File: config.mk
export PLATFORM = sky130hd
export DESIGN_NAME = rss_sequencer
export DESIGN_NICKNAME = d
export VERILOG_FILES = /design/src/verilog/rss_stage_timer.sv /design/src/verilog/rss_sequencer.sv
export SDC_FILE = /design/constraint.sdc
export NUM_CORES = 1
export LEC_CHECK = 0
export ABC_AREA = 1
export BUFFER_PORTS_ARGS = -buffer_cell sky130_fd_sc_hd__buf_2
export CORE_MARGIN = 1.5
export CORE_UTILIZATION = 47
export CTS_BUF_LIST = sky130_fd_sc_hd__clkbuf_16
export CTS_CLUSTER_SIZE = 12
export DETAILED_ROUTE_END_ITERATION = 10
export PLACE_DENSITY = 0.73
export SLEW_MARGIN = 10
export SYNTH_ARGS = -nofsm -noshare
export SYNTH_HDL_FRONTEND = slang
export SYNTH_SLANG_ARGS = --single-unit
File: constraint.sdc
create_clock -name clk_sys -period 5.85 [get_ports clk_sys]
set_input_delay 0.585 -clock clk_sys [delete_from_list [all_inputs] [get_ports clk_sys]]
set_output_delay 0.585 -clock clk_sys [all_outputs]
set_load 0.01 [all_outputs]
File: src/verilog/rss_stage_timer.sv
// Purpose: Shared constants of the rail start-up sequencer, and one delay/soft-start stage timer.
// Assumes: clk_sys at 50 MHz; rst synchronous, active high; trigger is synchronous to clk_sys.
// Notes:   The stage timer waits for its trigger, counts a delay, enables its rail, then counts the ramp.

package rss_pkg;
	// Clock and counter sizing
	localparam int unsigned CLK_MHZ        = 50;
	localparam int unsigned CNT_W          = 21;
	// Times in microseconds
	localparam int unsigned LINEAR_REGULATOR_TWO_DLY_US    = 500;
	localparam int unsigned LINEAR_REGULATOR_TWO_SS_US     = 275;
	localparam int unsigned B1_DLY_US      = 500;
	localparam int unsigned B1_SS_US       = 600;
	localparam int unsigned B2_DLY_US      = 500;
	localparam int unsigned B2_SS_US       = 600;
	localparam int unsigned B3_DLY_US      = 1000;
	localparam int unsigned B3_SS_US       = 600;
	localparam int unsigned SYSRST_DLY_US  = 20000;
	// Cycle counts derived from the times
	localparam int unsigned LINEAR_REGULATOR_TWO_DLY_CYC   = LINEAR_REGULATOR_TWO_DLY_US * CLK_MHZ;
	localparam int unsigned LINEAR_REGULATOR_TWO_SS_CYC    = LINEAR_REGULATOR_TWO_SS_US * CLK_MHZ;
	localparam int unsigned B1_DLY_CYC     = B1_DLY_US * CLK_MHZ;
	localparam int unsigned B1_SS_CYC      = B1_SS_US * CLK_MHZ;
	localparam int unsigned B2_DLY_CYC     = B2_DLY_US * CLK_MHZ;
	localparam int unsigned B2_SS_CYC      = B2_SS_US * CLK_MHZ;
	localparam int unsigned B3_DLY_CYC     = B3_DLY_US * CLK_MHZ;
	localparam int unsigned B3_SS_CYC      = B3_SS_US * CLK_MHZ;
	localparam int unsigned SYSRST_DLY_CYC = SYSRST_DLY_US * CLK_MHZ;
	// Register port
	localparam int unsigned ADDR_W         = 4;
	localparam int unsigned DATA_W         = 8;
	localparam logic [3:0] REG_SLEEP       = 4'h0;
	localparam logic [3:0] REG_DEEP_SLEEP  = 4'h1;
	localparam logic [3:0] REG_B1_PRIMARY_VOLTAGE_SETPOINT    = 4'h2;
	localparam logic [3:0] REG_B1_ALTERNATE_VOLTAGE_SETPOINT    = 4'h3;
	localparam logic [3:0] REG_B3_PRIMARY_VOLTAGE_SETPOINT    = 4'h4;
	localparam logic [3:0] REG_B3_ALTERNATE_VOLTAGE_SETPOINT    = 4'h5;
	localparam logic [3:0] REG_STATUS      = 4'h6;
	localparam logic [3:0] REG_BUS_ADDR    = 4'h7;
	// Sleep field positions
	localparam int unsigned SLP_MODE_BIT   = 0;
	localparam int unsigned SLP_EN_BIT     = 1;
	localparam int unsigned SLP_REQ_BIT    = 2;
	localparam logic [2:0] SLEEP_RST       = 3'h0;
	localparam logic [2:0] DEEP_SLEEP_RST  = 3'h1;
	// Serial management address and its address bytes
	localparam logic [6:0] MGMT_ADDR7      = 7'h25;
	localparam logic [7:0] MGMT_WR_BYTE    = 8'h4A;
	localparam logic [7:0] MGMT_RD_BYTE    = 8'h4B;
	// Step-down rail one setpoint mapping, microvolts
	localparam logic [21:0] B1_REF_UV      = 22'h0C3500;
	localparam logic [13:0] B1_STEP_UV     = 14'h30D4;
	// Setpoint reset codes (0.8 V base, 12.5 mV steps)
	localparam logic [7:0] B1_VSET_CFG1    = 8'h14;
	localparam logic [7:0] B1_VSET_CFG2    = 8'h08;
	localparam logic [7:0] B3_PRIMARY_VOLTAGE_SETPOINT_RST    = 8'h38;
	localparam logic [7:0] B3_ALTERNATE_VOLTAGE_SETPOINT_RST    = 8'h2C;
	localparam logic [7:0] B3_VSET_CFG2    = 8'h20;
	typedef enum logic [1:0] {RSS_IDLE, RSS_DELAY, RSS_RAMP, RSS_DONE} rss_stage_e;
endpackage

module rss_stage_timer #(
	parameter int unsigned W = rss_pkg::CNT_W
) (
	// Clock and reset
	input  wire logic         clk_sys,
	input  wire logic         rst,
	// Control
	input  wire logic         clear,
	input  wire logic         trigger,
	input  wire logic [W-1:0] delay_cycles,
	input  wire logic [W-1:0] ramp_cycles,
	// Status
	output logic              enable_r,
	output logic              ramp_done_r
);
	rss_pkg::rss_stage_e state_r;
	logic [W-1:0]        cnt_r;
	wire                 delay_end = (cnt_r == delay_cycles - W'(1));
	wire                 ramp_end  = (cnt_r == ramp_cycles - W'(1));

	always_ff @(posedge clk_sys)
	begin
		if (rst || clear)
		begin
			state_r     <= rss_pkg::RSS_IDLE;
			cnt_r       <= '0;
			enable_r    <= 1'b0;
			ramp_done_r <= 1'b0;
		end
		else
		begin
			unique case (state_r)
				rss_pkg::RSS_IDLE:
				begin
					cnt_r <= '0;
					if (trigger)
						state_r <= rss_pkg::RSS_DELAY;
				end
				rss_pkg::RSS_DELAY:
				begin
					cnt_r <= delay_end ? '0 : cnt_r + W'(1);
					if (delay_end)
					begin
						enable_r <= 1'b1;
						state_r  <= rss_pkg::RSS_RAMP;
					end
				end
				rss_pkg::RSS_RAMP:
				begin
					cnt_r <= cnt_r + W'(1);
					if (ramp_end)
					begin
						ramp_done_r <= 1'b1;
						state_r     <= rss_pkg::RSS_DONE;
					end
				end
				rss_pkg::RSS_DONE:
					cnt_r <= '0;
			endcase
		end
	end
endmodule

File: src/verilog/rss_sequencer.sv
// Purpose: Start-up chain, open-drain pin control, voltage select and sleep bits of a multi-rail power manager.
// Assumes: All inputs synchronous to clk_sys; rail power-good inputs come from the converter monitors.
// Notes:   CONFIG 1 is the first factory setup, CONFIG 2 the second; long counts are shortenable parameters.
//
// Decided for this implementation: the strobed register port and the register offsets.

// Contract
// - Linear regulator two first: 500us, 275us ramp
// - Step-down one after regulator two: 500/600us
// - Step-down two after step-down one: 500us
// - Setup one: step-down three 1000us after two
// - Setup two: step-down three 1000us after two
// - Supply enable released when step-down two good
// - System reset released 20ms after regulator two
// - Interrupt pin is active-low open drain
// - Setup one: select high 1.5V, low 1.35V
// - Voltage select may change; setpoint follows
// - Management address 0x25, bytes 0x4A/0x4B
// - Sleep select, enable, request reset to 0
// - Deep-sleep select resets 1, others 0
// - Step-down one: 0.8V plus 12.5mV steps
// - Alternate select uses alternate setpoint registers
module rss_sequencer #(
	parameter int unsigned CONFIG         = 1,
	parameter int unsigned LINEAR_REGULATOR_TWO_DLY_CYC   = rss_pkg::LINEAR_REGULATOR_TWO_DLY_CYC,
	parameter int unsigned LINEAR_REGULATOR_TWO_SS_CYC    = rss_pkg::LINEAR_REGULATOR_TWO_SS_CYC,
	parameter int unsigned B1_DLY_CYC     = rss_pkg::B1_DLY_CYC,
	parameter int unsigned B1_SS_CYC      = rss_pkg::B1_SS_CYC,
	parameter int unsigned B2_DLY_CYC     = rss_pkg::B2_DLY_CYC,
	parameter int unsigned B2_SS_CYC      = rss_pkg::B2_SS_CYC,
	parameter int unsigned B3_DLY_CYC     = rss_pkg::B3_DLY_CYC,
	parameter int unsigned B3_SS_CYC      = rss_pkg::B3_SS_CYC,
	parameter int unsigned SYSRST_DLY_CYC = rss_pkg::SYSRST_DLY_CYC
) (
	// Clock and reset
	input  wire logic                        clk_sys,
	input  wire logic                        rst,
	// Input supply monitor
	input  wire logic                        input_undervoltage_lockout,
	// Rail power-good monitors
	input  wire logic                        linear_regulator_two_pg,
	input  wire logic                        step_down_rail_one_pg,
	input  wire logic                        step_down_rail_two_pg,
	input  wire logic                        step_down_rail_three_pg,
	// Rail enables and soft-start status
	output logic                             linear_regulator_two_en,
	output logic                             step_down_rail_one_en,
	output logic                             step_down_rail_two_en,
	output logic                             step_down_rail_three_en,
	output logic                             linear_regulator_two_ramp_done,
	output logic                             step_down_rail_one_ramp_done,
	output logic                             step_down_rail_two_ramp_done,
	output logic                             step_down_rail_three_ramp_done,
	// System reset pin, open drain
	input  wire logic                        system_reset_out_n_i,
	output logic                             system_reset_out_n_o,
	output logic                             system_reset_out_n_oe_n,
	// External supply enable pin, open drain
	input  wire logic                        external_supply_enable_i,
	output logic                             external_supply_enable_o,
	output logic                             external_supply_enable_oe_n,
	// Interrupt pin, open drain
	input  wire logic                        irq_event,
	input  wire logic                        interrupt_request_n_i,
	output logic                             interrupt_request_n_o,
	output logic                             interrupt_request_n_oe_n,
	// Voltage select pin
	input  wire logic                        voltage_select_input,
	// Setpoints in use
	output logic [7:0]                       step_down_rail_one_code_r,
	output logic [7:0]                       step_down_rail_three_code_r,
	output logic [21:0]                      step_down_rail_one_uv_r,
	output logic                             alternate_setpoint_active_r,
	// Sleep controls
	output logic [2:0]                       sleep_ctrl_r,
	output logic [2:0]                       deep_sleep_ctrl_r,
	// Register port
	input  wire logic [rss_pkg::ADDR_W-1:0]  reg_addr,
	input  wire logic [rss_pkg::DATA_W-1:0]  reg_wdata,
	input  wire logic                        reg_wr,
	input  wire logic                        reg_rd,
	output logic [rss_pkg::DATA_W-1:0]       reg_rdata_r
);
	localparam int unsigned W = rss_pkg::CNT_W;

	// Configuration dependent defaults
	localparam logic [7:0] B1_VSET_RST = (CONFIG == 1) ? rss_pkg::B1_VSET_CFG1 : rss_pkg::B1_VSET_CFG2;
	localparam logic [7:0] B3_V0_RST   = (CONFIG == 1) ? rss_pkg::B3_PRIMARY_VOLTAGE_SETPOINT_RST : rss_pkg::B3_VSET_CFG2;
	localparam logic [7:0] B3_V1_RST   = (CONFIG == 1) ? rss_pkg::B3_ALTERNATE_VOLTAGE_SETPOINT_RST : rss_pkg::B3_VSET_CFG2;

	// Setpoint registers and registered pin states
	logic [7:0] b1_primary_voltage_setpoint_r;
	logic [7:0] b1_alternate_voltage_setpoint_r;
	logic [7:0] b3_primary_voltage_setpoint_r;
	logic [7:0] b3_alternate_voltage_setpoint_r;
	logic       vsel_r;
	logic       irq_r;
	logic       external_supply_enable_r;
	logic       sysrst_rel_r;

	// Chain state
	wire        lockout = input_undervoltage_lockout;
	wire        chain_clear = lockout;
	wire        chain_start = ~lockout;
	wire        sysrst_rel;

	// Rail enable chain
	rss_stage_timer #(.W(W)) u_linear_regulator_two (
		.clk_sys      (clk_sys),
		.rst          (rst),
		.clear        (chain_clear),
		.trigger      (chain_start),
		.delay_cycles (W'(LINEAR_REGULATOR_TWO_DLY_CYC)),
		.ramp_cycles  (W'(LINEAR_REGULATOR_TWO_SS_CYC)),
		.enable_r     (linear_regulator_two_en),
		.ramp_done_r  (linear_regulator_two_ramp_done)
	);

	rss_stage_timer #(.W(W)) u_b1 (
		.clk_sys      (clk_sys),
		.rst          (rst),
		.clear        (chain_clear),
		.trigger      (linear_regulator_two_pg & linear_regulator_two_en),
		.delay_cycles (W'(B1_DLY_CYC)),
		.ramp_cycles  (W'(B1_SS_CYC)),
		.enable_r     (step_down_rail_one_en),
		.ramp_done_r  (step_down_rail_one_ramp_done)
	);

	rss_stage_timer #(.W(W)) u_b2 (
		.clk_sys      (clk_sys),
		.rst          (rst),
		.clear        (chain_clear),
		.trigger      (step_down_rail_one_pg & step_down_rail_one_en),
		.delay_cycles (W'(B2_DLY_CYC)),
		.ramp_cycles  (W'(B2_SS_CYC)),
		.enable_r     (step_down_rail_two_en),
		.ramp_done_r  (step_down_rail_two_ramp_done)
	);

	// Same timing and same trigger, step-down two good, in both setups
	rss_stage_timer #(.W(W)) u_b3 (
		.clk_sys      (clk_sys),
		.rst          (rst),
		.clear        (chain_clear),
		.trigger      (step_down_rail_two_pg & step_down_rail_two_en),
		.delay_cycles (W'(B3_DLY_CYC)),
		.ramp_cycles  (W'(B3_SS_CYC)),
		.enable_r     (step_down_rail_three_en),
		.ramp_done_r  (step_down_rail_three_ramp_done)
	);

	// System reset release timer, one-cycle ramp unused
	rss_stage_timer #(.W(W)) u_sysrst (
		.clk_sys      (clk_sys),
		.rst          (rst),
		.clear        (chain_clear),
		.trigger      (linear_regulator_two_pg & linear_regulator_two_en),
		.delay_cycles (W'(SYSRST_DLY_CYC)),
		.ramp_cycles  (W'(1)),
		.enable_r     (sysrst_rel),
		.ramp_done_r  ()
	);

	// Register decode
	wire wr_sleep = reg_wr && (reg_addr == rss_pkg::REG_SLEEP);
	wire wr_dslp  = reg_wr && (reg_addr == rss_pkg::REG_DEEP_SLEEP);
	wire wr_b1v0  = reg_wr && (reg_addr == rss_pkg::REG_B1_PRIMARY_VOLTAGE_SETPOINT);
	wire wr_b1v1  = reg_wr && (reg_addr == rss_pkg::REG_B1_ALTERNATE_VOLTAGE_SETPOINT);
	wire wr_b3v0  = reg_wr && (reg_addr == rss_pkg::REG_B3_PRIMARY_VOLTAGE_SETPOINT);
	wire wr_b3v1  = reg_wr && (reg_addr == rss_pkg::REG_B3_ALTERNATE_VOLTAGE_SETPOINT);

	// Alternate state is voltage select low; setup two has no select pin function
	wire        use_alt  = (CONFIG == 1) && !vsel_r;
	wire [7:0]  b1_code  = use_alt ? b1_alternate_voltage_setpoint_r : b1_primary_voltage_setpoint_r;
	wire [7:0]  b3_code  = use_alt ? b3_alternate_voltage_setpoint_r : b3_primary_voltage_setpoint_r;
	// Product widened before multiplying so the top codes keep their upper bits
	wire [21:0] b1_uv    = rss_pkg::B1_REF_UV + 22'(b1_code) * 22'(rss_pkg::B1_STEP_UV);

	wire [7:0]  status_word = {
		sysrst_rel_r,
		external_supply_enable_r,
		vsel_r,
		system_reset_out_n_i,
		external_supply_enable_i,
		interrupt_request_n_i,
		step_down_rail_three_en,
		step_down_rail_two_en
	};

	logic [7:0] rd_mux;
	always_comb
	begin
		unique case (reg_addr)
			rss_pkg::REG_SLEEP:      rd_mux = {5'h00, sleep_ctrl_r};
			rss_pkg::REG_DEEP_SLEEP: rd_mux = {5'h00, deep_sleep_ctrl_r};
			rss_pkg::REG_B1_PRIMARY_VOLTAGE_SETPOINT:   rd_mux = b1_primary_voltage_setpoint_r;
			rss_pkg::REG_B1_ALTERNATE_VOLTAGE_SETPOINT:   rd_mux = b1_alternate_voltage_setpoint_r;
			rss_pkg::REG_B3_PRIMARY_VOLTAGE_SETPOINT:   rd_mux = b3_primary_voltage_setpoint_r;
			rss_pkg::REG_B3_ALTERNATE_VOLTAGE_SETPOINT:   rd_mux = b3_alternate_voltage_setpoint_r;
			rss_pkg::REG_STATUS:     rd_mux = status_word;
			rss_pkg::REG_BUS_ADDR:   rd_mux = {1'b0, rss_pkg::MGMT_ADDR7};
			default:                 rd_mux = 8'h00;
		endcase
	end

	// Software registers
	always_ff @(posedge clk_sys)
	begin
		if (rst)
		begin
			sleep_ctrl_r      <= rss_pkg::SLEEP_RST;
			deep_sleep_ctrl_r <= rss_pkg::DEEP_SLEEP_RST;
			b1_primary_voltage_setpoint_r        <= B1_VSET_RST;
			b1_alternate_voltage_setpoint_r        <= B1_VSET_RST;
			b3_primary_voltage_setpoint_r        <= B3_V0_RST;
			b3_alternate_voltage_setpoint_r        <= B3_V1_RST;
			reg_rdata_r       <= 8'h00;
		end
		else
		begin
			if (wr_sleep)
				sleep_ctrl_r <= reg_wdata[2:0];
			if (wr_dslp)
				deep_sleep_ctrl_r <= reg_wdata[2:0];
			if (wr_b1v0)
				b1_primary_voltage_setpoint_r <= reg_wdata;
			if (wr_b1v1)
				b1_alternate_voltage_setpoint_r <= reg_wdata;
			if (wr_b3v0)
				b3_primary_voltage_setpoint_r <= reg_wdata;
			if (wr_b3v1)
				b3_alternate_voltage_setpoint_r <= reg_wdata;
			reg_rdata_r <= reg_rd ? rd_mux : 8'h00;
		end
	end

	// Pin sampling and setpoint outputs
	always_ff @(posedge clk_sys)
	begin
		if (rst)
		begin
			vsel_r                      <= 1'b1;
			irq_r                       <= 1'b0;
			step_down_rail_one_code_r   <= B1_VSET_RST;
			step_down_rail_three_code_r <= B3_V0_RST;
			step_down_rail_one_uv_r     <= 22'h000000;
			alternate_setpoint_active_r <= 1'b0;
		end
		else
		begin
			vsel_r                      <= voltage_select_input;
			irq_r                       <= irq_event;
			step_down_rail_one_code_r   <= b1_code;
			step_down_rail_three_code_r <= b3_code;
			step_down_rail_one_uv_r     <= b1_uv;
			alternate_setpoint_active_r <= use_alt;
		end
	end

	// Open-drain pins: output always low, enable low only while pulling down
	always_ff @(posedge clk_sys)
	begin
		if (rst)
		begin
			external_supply_enable_r                    <= 1'b0;
			sysrst_rel_r                <= 1'b0;
			system_reset_out_n_o        <= 1'b0;
			system_reset_out_n_oe_n     <= 1'b0;
			external_supply_enable_o    <= 1'b0;
			external_supply_enable_oe_n <= 1'b0;
			interrupt_request_n_o       <= 1'b0;
			interrupt_request_n_oe_n    <= 1'b1;
		end
		else
		begin
			external_supply_enable_r                    <= step_down_rail_two_pg & step_down_rail_two_en & ~lockout;
			sysrst_rel_r                <= sysrst_rel & ~lockout;
			system_reset_out_n_o        <= 1'b0;
			system_reset_out_n_oe_n     <= sysrst_rel & ~lockout;
			external_supply_enable_o    <= 1'b0;
			external_supply_enable_oe_n <= step_down_rail_two_pg & step_down_rail_two_en & ~lockout;
			interrupt_request_n_o       <= 1'b0;
			interrupt_request_n_oe_n    <= ~irq_event;
		end
	end
endmodule

* After elaboration in Yosys (flattened, before gate mapping) *
Cells that the tools add are included.

cells by class
  $add $sub $neg = 6
  multiply operators = 1
  equality and inequality tests = 46
  mux-type cells = 32
  bitwise operators = 8
  reduce and logical (&&, ||, !) cells = 40

operator list
  kind                                                    count
  one-hot mux 21 bit (3 select lines)                     5
  equality test 21 x 15 -> 1 bit (second input constant)  6
  adder 21 x 1 -> 21 bit (second input constant)          5
  two-way mux 21 bit                                      5
  one-hot mux 8 bit (8 select lines)                      1
  one-hot mux 2 bit (3 select lines)                      5
  two-way mux 2 bit                                       14
  inequality test 2 x 1 -> 1 bit (second input constant)  13
  adder 20 x 22 -> 22 bit (first input constant)          1
  equality test 21 x 14 -> 1 bit (second input constant)  1
  equality test 21 x 16 -> 1 bit (second input constant)  1
  equality test 21 x 20 -> 1 bit (second input constant)  1
  zero test 21 bit                                        1
  equality test 2 bit (second input constant)             10
  multiplier 8 x 12 -> 20 bit (second input constant)     1
  AND reduction 4 bit                                     5
  AND reduction 2 bit                                     9
  equality test 4 x 3 -> 1 bit (second input constant)    4
  two-way mux 8 bit                                       2
  nonzero test 3 bit                                      5
  OR reduction 2 bit                                      6
  equality test 2 x 1 -> 1 bit (second input constant)    5
  zero test 2 bit                                         5
  equality test 4 x 2 -> 1 bit (second input constant)    2
  8 further kinds                                         20

storage, ports and cells
  register bits after elaboration = 213
  input port bits = 26
  output and inout port bits = 67
  word-level logic and storage cells = 167

* Longest topological paths before layout *
  depth in word-level cells = 3
  depth in mapped cells = 27
  mapped depth without buffers = 26

* Hierarchy *
From an unflattened synthesis, not the netlist that was laid out.

second synthesis, totals
  cell total of the unflattened synthesis = 3,363
  area, all modules = 20,587.2 um^2

modules (own cells, without submodules)
  module                                    instances  cells each  area an instance (um^2)  seq. area each (um^2)
  rss_stage_timer (u_b1 ...)                3          533         3,101.7                  500.5
  rss_sequencer                             1          716         5,191.2                  1,701.6
  rss_stage_timer (u_sysrst)                1          538         3,078.0                  500.5
  rss_stage_timer (u_linear_regulator_two)  1          510         3,012.9                  500.5

* Worst setup path after synthesis *
No wires, ideal clock.

  kind = register to register
  start = reg vsel_r
  end = reg step_down_rail_one_uv_r[20]
  library setup time = 0.115 ns
  arrival = 4.102 ns
  required time = 5.735 ns
  setup slack = 1.633 ns
  stages on the path, launching flop included = 25
  path buffers = 2
  clock period less this slack = 4.217 ns
  cell sequence = dfxtp_1 -> clkbuf_1 -> nand2_1 -> o21ai_0 -> ha_1 -> ha_1 -> inv_1 -> fa_1 -> inv_1 -> fa_1 -> ha_1 -> buf_6 -> nand2_1 -> nand2_1 -> inv_1 -> nand3b_1 -> and2_1 -> ha_1 -> or2_1 -> nand2_2 -> nand2_4 -> nand3_2 -> nand3_1 -> nand2_1 -> nor2_1

between the ends
  word-level cells in the longest chain between the ends = 3

ends and longest elaborated chain
  what                         RTL line              text
  start, declared              rss_sequencer.sv:96   logic vsel_r;
  start signal, assigned       rss_sequencer.sv:252  vsel_r <= voltage_select_input;
  two-way mux 8 bit            rss_sequencer.sv:175  wire [7:0] b1_code = use_alt ? b1_alternate_voltage_setpoint_r : b1_primary_voltage_setpoint_r;
  named net b1_code[4]         rss_sequencer.sv:175
  multiplier 8 x 12 -> 20 bit  rss_sequencer.sv:178  wire [21:0] b1_uv = rss_pkg::B1_REF_UV + 22'(b1_code) * 22'(rss_pkg::B1_STEP_UV);
  adder 20 x 22 -> 22 bit      rss_sequencer.sv:178
  end signal, assigned         rss_sequencer.sv:256  step_down_rail_one_uv_r <= b1_uv;
  end, declared                rss_sequencer.sv:72   output logic [21:0] step_down_rail_one_uv_r,

The timed path passes the listed nets, and every way through them passes these cells.
A chain may end at the register's enable or synchronous reset.

* Worst setup path after layout *
Same ends and word-level chain as after synthesis.

==> results by group <==
Worst setup path
  – WS Path Type: flip-flop to flip-flop
  – Startpoint types: flip-flop
  – Crit-path max FO: 17
  – Critical path data required time: 6.26 ns
  – Arrival @ worst endpoint: 5.36 ns
  – Reg2reg start: vsel_r$_SDFF_PP1_
  – Setup crit start: vsel_r$_SDFF_PP1_
  – CP endpoint kind: flip-flop

STA
  – Post-layout min period: 4.946 ns
  – Clock skew after layout: 0.007810 ns
  – Slew HR: 0.3637
  – Setup TNS: 0 ns
  – Final setup vio count: 0
  – Peak Freq: 0.2022 GHz
  – Worst Tran Pin Value: 0.9517 ns
  – Fin crit share: 0.8454
  – Unrepaired setup endpoints after global routing: no
  – Final hold violation count: 0
  – Final Slew Violations: 0

Routing
  – 1st-pass router iterations: 5
  – DRC: 0
  – Vias post-DR: 10.01k
  – Detailed Route WL: 25940 um
  – Average wire per standard cell: 13.16 um
  – Post-route ant nets: 0
  – Via-to-Cell Ratio: 5.080
  – Detailed Route Iter0 Violations: 623

Yosys
  – Post-synthesis sequential area ratio: 0.3625
  – Largest cells by area after synthesis: dfxtp_1, nand2_1, ha_1
  – Asr flop ratio synth: 0
  – Synth Instances: 1541
  – Mapped Area: 11540 um2
  – Mean Syn Cell Area: 7.490 um2
  – Ys flop type: dfxtp_1
  – Area share of the largest cell type after synthesis: 0.3625
  – Register bit count reported by yosys: 209
  – Yosys warning count: 0
  – Netlist cell types: 61
  – Number of synthesized flops with an enable pin: 0
  – Cell taking the most area after synthesis: dfxtp_1

Die
  – Die area: 25510 um2
  – Ports: 93
  – Row count: 57
  – Core area: 24180 um2
  – Starting Density: 0.4774
  – Die H: 159.7 um
  – Chip width: 159.7 um

Clocking
  – CTS Sinks: 209
  – Clock Path Buffers: 3
  – CTS root buffer: clkbuf_16
  – Post-CTS Setup Repair Bufs: 0
  – Worst-Skew Late Latency: 0.52 ns
  – CTS tree: done
  – Resized cells post-CTS: 0
  – H-tree Lvls: 1
  – CTS clk-pin slew, worst paths: 0.06 ns
  – CTS Buf Count: 24
  – Hold Buf Count CTS: 0

Worst hold path
  – Hold Path Class: primary input to flip-flop
  – Hold path startpoint: irq_event

Placement
  – GP Congestion: 0.9108
  – DP Area: 12270 um2
  – DP HPWL: 19420 um
  – Port Buffers: 86

Power
  – VDD IR-drop max: 0.0001885 V
  – Lkg Pwr: 5.629 nW
  – PD cells: 270.8 nW/um2

Layout
  – Ant diodes: 0
  – Net count, final: 1752
  – Area growth, synth to finish: 13.04%
  – Cell area after layout: 13050 um2
  – Fraction of layout cells with a size suffix above 1: 0.1318

Global routing
  – First-pass GRT wire length: 43620 um
  – Total track usage: 0.2028
  – Number of global-route vias before repair: 9483
  – Pin count of the biggest net entering global routing: 53
  – GR Overflow Total: 0
  – Antenna violations before repair: 0

Run status
  – Status: finished clean

Run
  – Max Cap Viol: 0
state kept, by name, indices dropped and copies added, names as in the netlist, 18 cells and up:
register                      count
u_linear_regulator_two.cnt_r     21
u_b1.cnt_r                       21
u_sysrst.cnt_r                   21
u_b2.cnt_r                       21
step_down_rail_one_uv_r          18
u_b3.cnt_r                       21
cell usage after synthesis (all sizes together), types with 5 or more instances:
library cell / instances
nand2: 306
inv: 234
dfxtp: 209
nor2: 198
ha: 84
a21oi: 82
nand3: 82
o21ai: 68
nor3: 44
xor2: 39
nand4: 32
nor4: 20
buf: 19
o22ai: 18
clkbuf: 17
or2: 13
fa: 12
xnor2: 12
nor3b: 10
a221oi: 6
o211ai: 6
a31oi: 5
nand3b: 5
through the flow:
step	setup slack (ns)	util	hold slack [ns]	instances	power (W)
floorplan	1.633	-	0.4047	1545	0.001930
global placement	0.9959	0.5075	0.4264	1928	0.002059
detailed placement	0.9244	0.5075	0.4338	1928	0.002070
CTS	0.9056	0.5397	0.2073	1971	0.003560
global route	0.5270	0.5397	0.2082	1971	0.003701
finish	0.9041	0.5397	0.2231	1971	0.003533
final timing paths:
kind	to	slack, ns	cells after the start
worst max-delay path	step_down_rail_one_uv_r[20]$_SDFF_PP0_	0.90	22
worst min-delay path	interrupt_request_n_oe_n$_SDFF_PP1_	0.22	2
worst max register to register	step_down_rail_one_uv_r[20]$_SDFF_PP0_	0.90	22
worst min register to register	u_b1.cnt_r[0]$_SDFF_PP0_	0.44	1
final cells by class:
| cell class | instances | area [um2] |
|---|---|---|
| clock buffer | 25 | 625.6 |
| clock inverter | 18 | 151.4 |
| fill | 2292 | 11130 |
| inverter | 234 | 878.3 |
| multi-input combinational | 1066 | 6305 |
| sequential | 209 | 4184 |
| tap | 324 | 405.4 |
| timing repair buffer | 95 | 498.0 |
power breakdown:
part	total [W]	leakage [nW]	internal, W	switching, W
clock	0.00149	0.395	0.000897	0.000596
combinational	0.000551	3.54	0.000199	0.000352
sequential	0.00149	1.69	0.00147	0.0000151
routing by layer:
layer,track usage,vias to the layer above,share of wire
met3,0.03091,55,0.042
met1,0.2536,4587,0.46
li1,-,5164,-
met4,0.07333,0,0.027
met2,0.3533,206,0.48
met5,0,-,0
critical path: stages (launching register included):
cell and delay, ns:
dfxtp_1 0.49, o21ai_0 0.75, ha_1 0.40, ha_1 0.28, inv_1 0.05, fa_1 0.49, inv_1 0.06, fa_1 0.48
ha_1 0.42, nand2_1 0.08, nand2_1 0.09, inv_1 0.06, nand2_1 0.07, nand2_1 0.07, and2_1 0.15, ha_1 0.18
or2_1 0.25, nand2_2 0.10, nand2_4 0.08, nand3_2 0.11, nand3_1 0.07, nand2_1 0.06, nor2_1 0.04
cell usage in the layout, fill, tap and decap left out, types with 18 or more instances in the layout:
cell,instances
a21oi_1,81
buf_2,86
clkbuf_16,25
dfxtp_1,209
ha_1,84
inv_1,226
nand2_1,293
nand3_1,70
nand4_1,29
nor2_1,178
nor3_1,34
o21ai_0,66
o22ai_1,18
xor2_1,39
cells by family (layout without fill, tap and decap cells):
| family | Yosys count | count (layout) | synth area share |
|---|---|---|---|
| adders and majority gates | 96 | 96 | 0.1119 |
| and+or+nand+nor | 715 | 715 | 0.2966 |
| AOI/OAI and AO/OA | 199 | 199 | 0.09745 |
| buffers and inverters | 270 | 372 | 0.09257 |
| other | 1 | 5 | 0.0003249 |
| xor gates and xnor gates | 51 | 51 | 0.03870 |
| DFF | 209 | 209 | 0.3625 |
No activity file was read; power rests on OpenSTA's default activity.
